**config.mk**
```make
export PLATFORM = sky130hd
export DESIGN_NAME = eehc_master
export DESIGN_NICKNAME = d
export VERILOG_FILES = /design/src/shared/eehc_pkg.sv /design/src/shared/eehc_bit_if.sv /design/src/verilog/eehc_sync.sv /design/src/verilog/eehc_bit_engine.sv /design/src/verilog/eehc_master.sv
export VERILOG_INCLUDE_DIRS = /design/src /design/src/shared
export SDC_FILE = /design/constraint.sdc
export NUM_CORES = 1
export LEC_CHECK = 0
export ABC_CLOCK_PERIOD_IN_PS = 2400
export BUFFER_PORTS_ARGS = -buffer_cell sky130_fd_sc_hd__buf_2
export CAP_MARGIN = 20
export CELL_PAD_IN_SITES_DETAIL_PLACEMENT = 1
export CELL_PAD_IN_SITES_GLOBAL_PLACEMENT = 1
export CORE_MARGIN = 2
export CORE_UTILIZATION = 30
export DETAILED_ROUTE_END_ITERATION = 8
export PLACE_DENSITY = 0.55
export SLEW_MARGIN = 20
export SYNTH_ARGS = -nofsm -noshare
export SYNTH_HDL_FRONTEND = slang
export SYNTH_HIERARCHICAL = 1
export SYNTH_SLANG_ARGS = --single-unit
```
**constraint.sdc**
```tcl
create_clock -name clk -period 2.4 [get_ports clk]
set_input_delay 0.12 -clock clk [delete_from_list [all_inputs] [get_ports clk]]
set_output_delay 0.12 -clock clk [all_outputs]
set_load 0.005 [all_outputs]
```
**src/shared/eehc_regs.svh**
```systemverilog
// timing counts, field positions and fixed codes of the two-wire eeprom host
`ifndef EEHC_REGS_SVH
`define EEHC_REGS_SVH
`define EEHC_CLK_NS    5
`define EEHC_SCL_NS    2500
// one quarter of an scl period in clk cycles, rounded up, minus one
`define EEHC_QTR_LAST  8'((`EEHC_SCL_NS / 4 + `EEHC_CLK_NS - 1) / `EEHC_CLK_NS - 1)
// device type code: arbitrary value, must match the target part's code
`define EEHC_DEV_TYPE  4'h5
`define EEHC_HI_PAD    4'h0
`define EEHC_BLK_MSB   11
`define EEHC_BLK_LSB   8
`define EEHC_COL_MSB   4
`define EEHC_ROW_BYTES 6'h20
`define EEHC_LAST_BIT  3'h7
`define EEHC_POLL_MAX  8'hff
`define EEHC_RW_WRITE  1'h0
`define EEHC_RW_READ   1'h1
`define EEHC_ACK       1'h0
`define EEHC_NACK      1'h1
`define EEHC_ONE_LEFT  13'h0001
`endif

```
**src/shared/eehc_pkg.sv**
```systemverilog
// types shared by the two-wire eeprom host modules
package eehc_pkg;
  typedef enum logic [1:0] {
    EEHC_OP_START = 2'h0,
    EEHC_OP_WR    = 2'h1,
    EEHC_OP_RD    = 2'h3,
    EEHC_OP_STOP  = 2'h2
  } eehc_bit_op_e;
  typedef enum logic [1:0] {
    EEHC_CMD_WRITE    = 2'h0,
    EEHC_CMD_READ_CUR = 2'h1,
    EEHC_CMD_READ_RND = 2'h2
  } eehc_cmd_e;
  typedef enum logic [2:0] {
    EEHC_SEL_W   = 3'h0,
    EEHC_ADDR_HI = 3'h1,
    EEHC_ADDR_LO = 3'h3,
    EEHC_DATA_W  = 3'h2,
    EEHC_SEL_R   = 3'h6
  } eehc_step_e;
  typedef enum logic [3:0] {
    EEHC_IDLE   = 4'h0,
    EEHC_START  = 4'h1,
    EEHC_TXBYTE = 4'h3,
    EEHC_TXACK  = 4'h2,
    EEHC_WAITD  = 4'h6,
    EEHC_RXBYTE = 4'h7,
    EEHC_RXACK  = 4'h5,
    EEHC_STOP   = 4'h4
  } eehc_state_e;
endpackage

```
**src/shared/eehc_bit_if.sv**
```systemverilog
// bit-level request and answer between the byte sequencer and the bit engine
`timescale 1ns/10ps
interface eehc_bit_if;
  logic                   req;
  eehc_pkg::eehc_bit_op_e op;
  logic                   wbit;
  logic                   ready;
  logic                   done;
  logic                   rbit;
  logic                   sda_s;
  modport ctl    (output req, op, wbit, sda_s, input ready, done, rbit);
  modport engine (input req, op, wbit, sda_s, output ready, done, rbit);
endinterface

```
**src/verilog/eehc_sync.sv**
```systemverilog
// two-flop synchroniser for the sda pin
`timescale 1ns/10ps
module eehc_sync (
  input  wire logic clk,
  input  wire logic rst_b,
  input  wire logic d,
  output logic      q
);
  logic meta_q;
  // bus idles high, so both stages reset high
  always_ff @(posedge clk or negedge rst_b) begin
    if (!rst_b) begin
      meta_q <= 1'b1;
      q      <= 1'b1;
    end else begin
      meta_q <= d;
      q      <= meta_q;
    end
  end
endmodule

```
**src/verilog/eehc_bit_engine.sv**
```systemverilog
// scl divider and single-bit engine: start, stop, write bit, read bit
`timescale 1ns/10ps
`include "eehc_regs.svh"
module eehc_bit_engine (
  input  wire logic  clk,
  input  wire logic  rst_b,
  eehc_bit_if.engine bus,
  output logic       scl_o,
  output logic       sda_oe
);
  localparam int BIT_MIN = 400;
  localparam int BIT_MAX = 600;

  logic                   busy_q;
  logic                   done_q;
  logic                   rbit_q;
  logic [1:0]             phase_q;
  logic [7:0]             cnt_q;
  eehc_pkg::eehc_bit_op_e op_q;
  logic                   take;
  logic                   qend;
  logic [9:0]             slot_q;

  assign take      = bus.req && !busy_q;
  assign qend      = busy_q && (cnt_q == `EEHC_QTR_LAST);
  assign bus.ready = !busy_q;
  assign bus.done  = done_q;
  assign bus.rbit  = rbit_q;

  // ----------------------------------------------------------------
  // quarter-period divider
  // ----------------------------------------------------------------
  always_ff @(posedge clk or negedge rst_b) begin
    if (!rst_b) begin
      busy_q  <= 1'b0;
      phase_q <= 2'h0;
      cnt_q   <= 8'h00;
      op_q    <= eehc_pkg::EEHC_OP_STOP;
      done_q  <= 1'b0;
    end else begin
      done_q <= qend && (phase_q == 2'h3);
      if (take) begin
        busy_q  <= 1'b1;
        phase_q <= 2'h0;
        cnt_q   <= 8'h00;
        op_q    <= bus.op;
      end else if (qend) begin
        cnt_q   <= 8'h00;
        phase_q <= phase_q + 2'h1;
        if (phase_q == 2'h3) begin
          busy_q <= 1'b0;
        end
      end else if (busy_q) begin
        cnt_q <= cnt_q + 8'h01;
      end
    end
  end

  // ----------------------------------------------------------------
  // pin levels; sda moves only with scl low except in start and stop
  // ----------------------------------------------------------------
  always_ff @(posedge clk or negedge rst_b) begin
    if (!rst_b) begin
      scl_o  <= 1'b1;
      sda_oe <= 1'b0;
    end else if (take) begin
      scl_o <= 1'b0;
      case (bus.op)
        eehc_pkg::EEHC_OP_STOP: sda_oe <= 1'b1;
        eehc_pkg::EEHC_OP_WR:   sda_oe <= !bus.wbit;
        default:                sda_oe <= 1'b0;
      endcase
    end else if (qend) begin
      case (phase_q)
        2'h0: scl_o <= 1'b1;
        2'h1: begin
          if (op_q == eehc_pkg::EEHC_OP_START) begin
            sda_oe <= 1'b1;
          end else if (op_q == eehc_pkg::EEHC_OP_STOP) begin
            sda_oe <= 1'b0;
          end
        end
        2'h2: scl_o <= (op_q == eehc_pkg::EEHC_OP_STOP);
        default: ;
      endcase
    end
  end

  // sample at the end of the high half, in the cycle scl is driven low
  always_ff @(posedge clk or negedge rst_b) begin
    if (!rst_b) begin
      rbit_q <= 1'b1;
    end else if (qend && phase_q == 2'h2) begin
      rbit_q <= bus.sda_s;
    end
  end

  // ----------------------------------------------------------------
  // assertions
  // ----------------------------------------------------------------
  // cycles since the last bit was taken; saturates so it never wraps
  always_ff @(posedge clk or negedge rst_b) begin
    if (!rst_b) begin
      slot_q <= 10'h000;
    end else if (take) begin
      slot_q <= 10'h000;
    end else if (slot_q != 10'h3ff) begin
      slot_q <= slot_q + 10'h001;
    end
  end
endmodule

```
**src/verilog/eehc_master.sv**
```systemverilog
// two-wire eeprom host: byte sequencer for write, read and ack polling
`timescale 1ns/10ps
`include "eehc_regs.svh"
// Behaviour
// - transmitter releases sda; receiver acks ninth
// - sda stable while scl high
// - start, select byte, direction bit, stop
// - two address bytes, high byte first
// - high byte bits above b11 sent zero
// - byte write: one byte then stop
// - never send past end of row
// - poll with start and select until ack; code stops after 255 retries and sets fail
// - current read: one byte, no ack, stop
// - random read: dummy write, restart, read
// - sequential read: ack each, nack last
// - both random-read select codes share device and strap bits, differ in direction bit
module eehc_master (
  input  wire logic                clk,
  input  wire logic                rst_b,
  input  wire logic                cmd_valid,
  output logic                     cmd_ready,
  input  eehc_pkg::eehc_cmd_e      cmd_op,
  input  wire logic [11:0]         cmd_addr,
  input  wire logic [12:0]         cmd_len,
  input  wire logic [2:0]          strap_sel,
  input  wire logic                protect_en,
  input  wire logic                wr_valid,
  output logic                     wr_ready,
  input  wire logic [7:0]          wr_data,
  output logic                     rd_valid,
  output logic [7:0]               rd_data,
  output logic                     done,
  output logic                     fail,
  output logic                     busy,
  output logic                     scl_o,
  input  wire logic                sda_i,
  output logic                     sda_o,
  output logic                     sda_oe,
  output logic                     write_protect_input,
  output logic [2:0]               select_strap_pins
);
  localparam int POLL_GAP = 600;

  eehc_bit_if bif ();

  eehc_pkg::eehc_state_e state_q;
  eehc_pkg::eehc_step_e  step_q;
  eehc_pkg::eehc_cmd_e   op_q;
  logic [11:0]           addr_q;
  logic [12:0]           len_q;
  logic [7:0]            shift_q;
  logic [2:0]            bit_cnt_q;
  logic [7:0]            poll_q;
  logic                  retry_q;
  logic                  pend_q;
  logic                  last_ack_q;
  logic                  ld_cmd;
  logic                  go;
  logic                  ack;
  logic                  one_left;
  logic [5:0]            row_left;
  logic [12:0]           len_in;
  logic [12:0]           eff_len;

  // ----------------------------------------------------------------
  // byte to send for each addressing step
  // ----------------------------------------------------------------
  function automatic logic [7:0] step_byte(
    input eehc_pkg::eehc_step_e s,
    input logic [2:0]           strap,
    input logic [11:0]          a
  );
    logic [7:0] b;
    b = {`EEHC_DEV_TYPE, strap, `EEHC_RW_WRITE};
    case (s)
      eehc_pkg::EEHC_SEL_R:   b = {`EEHC_DEV_TYPE, strap, `EEHC_RW_READ};
      eehc_pkg::EEHC_ADDR_HI: b = {`EEHC_HI_PAD, a[`EEHC_BLK_MSB:`EEHC_BLK_LSB]};
      eehc_pkg::EEHC_ADDR_LO: b = a[`EEHC_BLK_LSB-1:0];
      default:                b = {`EEHC_DEV_TYPE, strap, `EEHC_RW_WRITE};
    endcase
    return b;
  endfunction

  eehc_sync u_sync (
    .clk   (clk),
    .rst_b (rst_b),
    .d     (sda_i),
    .q     (bif.sda_s)
  );

  eehc_bit_engine u_eng (
    .clk    (clk),
    .rst_b  (rst_b),
    .bus    (bif.engine),
    .scl_o  (scl_o),
    .sda_oe (sda_oe)
  );

  assign sda_o     = 1'b0;
  assign cmd_ready = (state_q == eehc_pkg::EEHC_IDLE);
  assign wr_ready  = (state_q == eehc_pkg::EEHC_WAITD);
  assign busy      = (state_q != eehc_pkg::EEHC_IDLE);
  assign ld_cmd    = cmd_valid && cmd_ready;
  assign go        = bif.done;
  assign ack       = (bif.rbit == `EEHC_ACK);
  assign one_left  = (len_q == `EEHC_ONE_LEFT);

  // ----------------------------------------------------------------
  // length: a page write is cut at the end of its row
  // ----------------------------------------------------------------
  always_comb begin
    row_left = `EEHC_ROW_BYTES - {1'b0, cmd_addr[`EEHC_COL_MSB:0]};
    len_in   = (cmd_len == '0) ? `EEHC_ONE_LEFT : cmd_len;
    eff_len  = len_in;
    if (cmd_op == eehc_pkg::EEHC_CMD_WRITE && len_in > {7'h00, row_left}) begin
      eff_len = {7'h00, row_left};
    end
  end

  // ----------------------------------------------------------------
  // bit requests
  // ----------------------------------------------------------------
  always_comb begin
    bif.op   = eehc_pkg::EEHC_OP_RD;
    bif.wbit = 1'b1;
    bif.req  = 1'b0;
    case (state_q)
      eehc_pkg::EEHC_START: begin
        bif.op  = eehc_pkg::EEHC_OP_START;
        bif.req = !pend_q;
      end
      eehc_pkg::EEHC_TXBYTE: begin
        bif.op   = eehc_pkg::EEHC_OP_WR;
        bif.wbit = shift_q[7];
        bif.req  = !pend_q;
      end
      eehc_pkg::EEHC_TXACK: begin
        bif.req = !pend_q;
      end
      eehc_pkg::EEHC_RXBYTE: begin
        bif.req = !pend_q;
      end
      eehc_pkg::EEHC_RXACK: begin
        bif.op   = eehc_pkg::EEHC_OP_WR;
        bif.wbit = one_left ? `EEHC_NACK : `EEHC_ACK;
        bif.req  = !pend_q;
      end
      eehc_pkg::EEHC_STOP: begin
        bif.op  = eehc_pkg::EEHC_OP_STOP;
        bif.req = !pend_q;
      end
      default: ;
    endcase
  end

  always_ff @(posedge clk or negedge rst_b) begin
    if (!rst_b) begin
      pend_q     <= 1'b0;
      last_ack_q <= 1'b0;
    end else if (bif.req && bif.ready) begin
      pend_q <= 1'b1;
    end else if (go) begin
      pend_q     <= 1'b0;
      last_ack_q <= (state_q == eehc_pkg::EEHC_TXACK) || (state_q == eehc_pkg::EEHC_RXACK);
    end
  end

  // ----------------------------------------------------------------
  // sequencer
  // ----------------------------------------------------------------
  always_ff @(posedge clk or negedge rst_b) begin
    if (!rst_b) begin
      state_q <= eehc_pkg::EEHC_IDLE;
      step_q  <= eehc_pkg::EEHC_SEL_W;
      op_q    <= eehc_pkg::EEHC_CMD_WRITE;
      poll_q  <= 8'h00;
      retry_q <= 1'b0;
      fail    <= 1'b0;
    end else if (ld_cmd) begin
      op_q    <= cmd_op;
      step_q  <= (cmd_op == eehc_pkg::EEHC_CMD_READ_CUR) ?
                 eehc_pkg::EEHC_SEL_R : eehc_pkg::EEHC_SEL_W;
      state_q <= eehc_pkg::EEHC_START;
      poll_q  <= 8'h00;
      retry_q <= 1'b0;
      fail    <= 1'b0;
    end else if (go) begin
      case (state_q)
        eehc_pkg::EEHC_START: state_q <= eehc_pkg::EEHC_TXBYTE;
        eehc_pkg::EEHC_TXBYTE: begin
          if (bit_cnt_q == `EEHC_LAST_BIT) begin
            state_q <= eehc_pkg::EEHC_TXACK;
          end
        end
        eehc_pkg::EEHC_TXACK: begin
          if (!ack) begin
            state_q <= eehc_pkg::EEHC_STOP;
            if ((step_q == eehc_pkg::EEHC_SEL_W || step_q == eehc_pkg::EEHC_SEL_R)
                && poll_q != `EEHC_POLL_MAX) begin
              // busy programming: stop and try the select again
              retry_q <= 1'b1;
              poll_q  <= poll_q + 8'h01;
            end else begin
              fail <= 1'b1;
            end
          end else begin
            case (step_q)
              eehc_pkg::EEHC_SEL_W: begin
                step_q  <= eehc_pkg::EEHC_ADDR_HI;
                state_q <= eehc_pkg::EEHC_TXBYTE;
              end
              eehc_pkg::EEHC_ADDR_HI: begin
                step_q  <= eehc_pkg::EEHC_ADDR_LO;
                state_q <= eehc_pkg::EEHC_TXBYTE;
              end
              eehc_pkg::EEHC_ADDR_LO: begin
                if (op_q == eehc_pkg::EEHC_CMD_WRITE) begin
                  step_q  <= eehc_pkg::EEHC_DATA_W;
                  state_q <= eehc_pkg::EEHC_WAITD;
                end else begin
                  step_q  <= eehc_pkg::EEHC_SEL_R;
                  state_q <= eehc_pkg::EEHC_START;
                end
              end
              eehc_pkg::EEHC_DATA_W: begin
                state_q <= one_left ? eehc_pkg::EEHC_STOP : eehc_pkg::EEHC_WAITD;
              end
              eehc_pkg::EEHC_SEL_R: state_q <= eehc_pkg::EEHC_RXBYTE;
              default: state_q <= eehc_pkg::EEHC_STOP;
            endcase
          end
        end
        eehc_pkg::EEHC_RXBYTE: begin
          if (bit_cnt_q == `EEHC_LAST_BIT) begin
            state_q <= eehc_pkg::EEHC_RXACK;
          end
        end
        eehc_pkg::EEHC_RXACK: begin
          state_q <= one_left ? eehc_pkg::EEHC_STOP : eehc_pkg::EEHC_RXBYTE;
        end
        eehc_pkg::EEHC_STOP: begin
          state_q <= retry_q ? eehc_pkg::EEHC_START : eehc_pkg::EEHC_IDLE;
          retry_q <= 1'b0;
        end
        default: state_q <= eehc_pkg::EEHC_IDLE;
      endcase
    end else if (state_q == eehc_pkg::EEHC_WAITD && wr_valid) begin
      state_q <= eehc_pkg::EEHC_TXBYTE;
    end
  end

  // ----------------------------------------------------------------
  // shift register, counters and address mirror
  // ----------------------------------------------------------------
  always_ff @(posedge clk or negedge rst_b) begin
    if (!rst_b) begin
      shift_q   <= 8'h00;
      bit_cnt_q <= 3'h0;
      len_q     <= 13'h0000;
      addr_q    <= 12'h000;
    end else if (ld_cmd) begin
      bit_cnt_q <= 3'h0;
      len_q     <= eff_len;
      addr_q    <= cmd_addr;
    end else if (go) begin
      case (state_q)
        eehc_pkg::EEHC_START: shift_q <= step_byte(step_q, select_strap_pins, addr_q);
        eehc_pkg::EEHC_TXBYTE: begin
          shift_q   <= {shift_q[6:0], 1'b1};
          bit_cnt_q <= bit_cnt_q + 3'h1;
        end
        eehc_pkg::EEHC_TXACK: begin
          if (step_q == eehc_pkg::EEHC_SEL_W) begin
            shift_q <= step_byte(eehc_pkg::EEHC_ADDR_HI, select_strap_pins, addr_q);
          end else if (step_q == eehc_pkg::EEHC_ADDR_HI) begin
            shift_q <= step_byte(eehc_pkg::EEHC_ADDR_LO, select_strap_pins, addr_q);
          end else if (step_q == eehc_pkg::EEHC_DATA_W) begin
            len_q <= len_q - 13'h0001;
            addr_q[`EEHC_COL_MSB:0] <= addr_q[`EEHC_COL_MSB:0] + 5'h01;
          end
        end
        eehc_pkg::EEHC_RXBYTE: begin
          shift_q   <= {shift_q[6:0], bif.rbit};
          bit_cnt_q <= bit_cnt_q + 3'h1;
        end
        eehc_pkg::EEHC_RXACK: begin
          len_q  <= len_q - 13'h0001;
          addr_q <= addr_q + 12'h001;
        end
        default: ;
      endcase
    end else if (state_q == eehc_pkg::EEHC_WAITD && wr_valid) begin
      shift_q <= wr_data;
    end
  end

  // ----------------------------------------------------------------
  // user outputs and device side pins
  // ----------------------------------------------------------------
  always_ff @(posedge clk or negedge rst_b) begin
    if (!rst_b) begin
      rd_valid <= 1'b0;
      rd_data  <= 8'h00;
      done     <= 1'b0;
    end else begin
      rd_valid <= go && state_q == eehc_pkg::EEHC_RXBYTE && bit_cnt_q == `EEHC_LAST_BIT;
      if (go && state_q == eehc_pkg::EEHC_RXBYTE && bit_cnt_q == `EEHC_LAST_BIT) begin
        rd_data <= {shift_q[6:0], bif.rbit};
      end
      done <= go && state_q == eehc_pkg::EEHC_STOP && !retry_q;
    end
  end

  // held for the whole command so protection covers start through address
  always_ff @(posedge clk or negedge rst_b) begin
    if (!rst_b) begin
      write_protect_input <= 1'b0;
      select_strap_pins   <= 3'h0;
    end else if (ld_cmd) begin
      write_protect_input <= protect_en;
      select_strap_pins   <= strap_sel;
    end
  end
endmodule

```
==> reports/metrics.csv <==
metric,value,unit
grt_max_degree,67,
clk_path_buf_depth,2,
min_path_type,input pin to flip-flop,
die_w,138,um
gp_congestion,0.787,
dr.pass1.iters,4,
num_antenna_cells,0,
cts_buffers,9,
r2r-end,u_eng/sda_oe,
slowest_stage,nor4_1,
crit_type,input pin to flip-flop,
antenna_found_initial,0,
path_buf_inv,2,
fin_cells,899,
critical_path.top_delay_family,compound AO/OA/AOI/OAI gates,
hold_end,len_q[9],
synth_warnings,6,
grt_pass1_wl,26.3,mm
hold_buffers,12,
syn_area,0.00541,mm^2
final_common_cell,dfrtp_1,
avgSynthCellArea,9.15,um^2
synthArstFlopShare,100,%
power_density,509,mW/mm^2
r2r-start,len_q[7],
wl_per_cell,17.4,um
areaGrowthSynthToFinish,18.9,%
crit_chain,buf_2 -> nor4_1 -> buf_4 -> and2_1 -> a31oi_1 -> ha_1 -> and2_1 -> a41o_1 -> a31oi_2 -> mux2_2 -> o21ai_1,
syn_nets,656,
slew_headroom,41.9,%
finClkSkew,0.0104,ns
arrival,2.43,ns
cts_num_sinks,88,
synth_cell_types,82,
cts-root-buf,clkbuf_16,
drc,0,
cts_tree,built,
cpMostUsedCell,and2_1,
core.rowCount,49,
fmax,463,MHz
drt_iter0_markers,169,
p_leak,2.77,nW
setup_tns,0,ns
postCtsSetupRepairBufs,0,
worst_r2r_path_depth,7,
postCtsResizedCells,0,
min_period,2.16,ns
synth_ff_type,dfrtp_1,
worst_slew_pin_slew,0.871,ns
utilization,36.0,%
grt_pass1_vias,5052,
status,"complete, no violations",
dp_cells,871,
ioPinCount,65,
end_kind,flip-flop,
grtUsageTotal,16.9,%
drv_slew,0,
synth_seq_area_share,40.8,%
hold_path_depth,3,
path_clk_slew,0.06,ns
hold_violations,0,
grt_overflow,0,
viasPerCell,5.24,
crit_required,2.67,ns
reg2reg_slack,0.25,ns
die_h,138,um
start_kind,input pin,
layout-drive-gt1-share,21.0,%
dieArea,0.0191,mm^2
setup_viol,0,
vias,4707,
portBuffers,63,
routed_wl,15.6,mm
rsz0062_at_grt,no,
dp_hpwl,11.7,mm
htree_levels,3,
nets,730,
post-route-period-util,89.9,%
crit_path_max_incr_delay,0.37,ns
fin_hold_ws,0.0177,ns
drv.max_cap_violation_count,0,
ys_ff_latch,88,
start_util,30.3,%
layout_common_cells,"dfrtp_1, nand2_1, buf_2, nor2_1, buf_4",
syn-instance-count,591,
min_from,cmd_len[9],
core_area,0.0178,mm^2
final_antenna_net_count,0,
clk_latency,0.36,ns
ir_drop,0.334,mV
synth-edff-count,0,
cp_max_fo,3,
-- sequential cells by signal (all words and copies together), names as in the netlist, 2 cells and up --
name / cells
addr_q: 12
bit_cnt_q: 3
len_q: 13
op_q: 2
poll_q: 8
rd_data: 8
select_strap_pins: 3
shift_q: 8
state_q: 3
step_q: 3
u_eng/cnt_q: 8
u_eng/op_q: 2
u_eng/phase_q: 2
-- tightest hold or removal path, stage by stage --
cell	delay (ns)
buf_2	0.11
nand2_1	0.05
o21ai_1	0.05
-- Yosys cell counts (all sizes together), types with 10 or more instances --
cell | count | area (um^2)
a21oi | 17 | 85.1
a31oi | 10 | 68.8
buf | 21 | 144
clkbuf | 18 | 67.6
dfrtp | 83 | 2080
ha | 21 | 263
inv | 24 | 90.1
mux2 | 11 | 128
nand2 | 71 | 274
nand3 | 20 | 110
nor2 | 42 | 165
nor2b | 15 | 93.8
nor3 | 24 | 131
o21ai | 37 | 189
o31ai | 10 | 75.1
xor2 | 17 | 149
-- stage by stage --
step | area (um^2) | setup slack (ns) | power, mW
final | 6430 | 0.242 | 3.27
after global placement | 6020 | -0.0281 | 1.91
after CTS | 6430 | 0.235 | 3.33
after global routing | 6430 | 0.0282 | 3.43
after detailed placement | 6020 | -0.124 | 1.92
after floorplan | 5410 | 0.281 | 1.77
-- power by group --
| part | leakage, nW | total [mW] | switching (mW) | internal, mW |
|---|---|---|---|---|
| clock | 0.141 | 1.37 | 0.617 | 0.755 |
| sequential | 1.07 | 1.60 | 0.0620 | 1.53 |
| combinational | 1.56 | 0.306 | 0.165 | 0.140 |
-- cell type report --
| class | instances | area (um^2) |
|---|---|---|
| timing repair buffer | 102 | 653 |
| tap | 229 | 287 |
| inverter | 25 | 93.8 |
| sequential | 88 | 2210 |
| multi-input combinational | 439 | 2900 |
| clock buffer | 11 | 253 |
| fill | 2060 | 11400 |
| clock inverter | 5 | 31.3 |
-- logic make-up after synthesis --
family                     synth area share (%)
and+or+nand+nor                            23.8
AOI/OAI and AO/OA                          17.9
DFF                                        40.8
buffers and inverters                      5.65
xor gates and xnor gates                   4.21
adders and majority gates                  4.86
muxes                                      2.73
other                                    0.0693
-- worst max-delay path by stage --
stage	endpoint	slack, ns	startpoint	cells after the start
floorplan	len_q[3]	0.28	cmd_len[9]	10
global placement	len_q[4]	-0.03	cmd_len[9]	12
detailed placement	len_q[0]	-0.12	cmd_len[9]	11
CTS	len_q[0]	0.23	cmd_len[9]	11
global route	u_eng/sda_oe	0.03	state_q[2]	7
finish	len_q[0]	0.24	cmd_len[9]	11
-- metal layers --
metal / global-route usage [%] / up-vias / part of all wire (%)
li1: - / 2282 / -
met1: 21.7 / 2345 / 46
met4: 4.73 / 0 / 1.3
met5: 0 / - / 0
met3: 2.77 / 13 / 2.3
met2: 29.4 / 67 / 50
(Power assumes the default switching activity.)
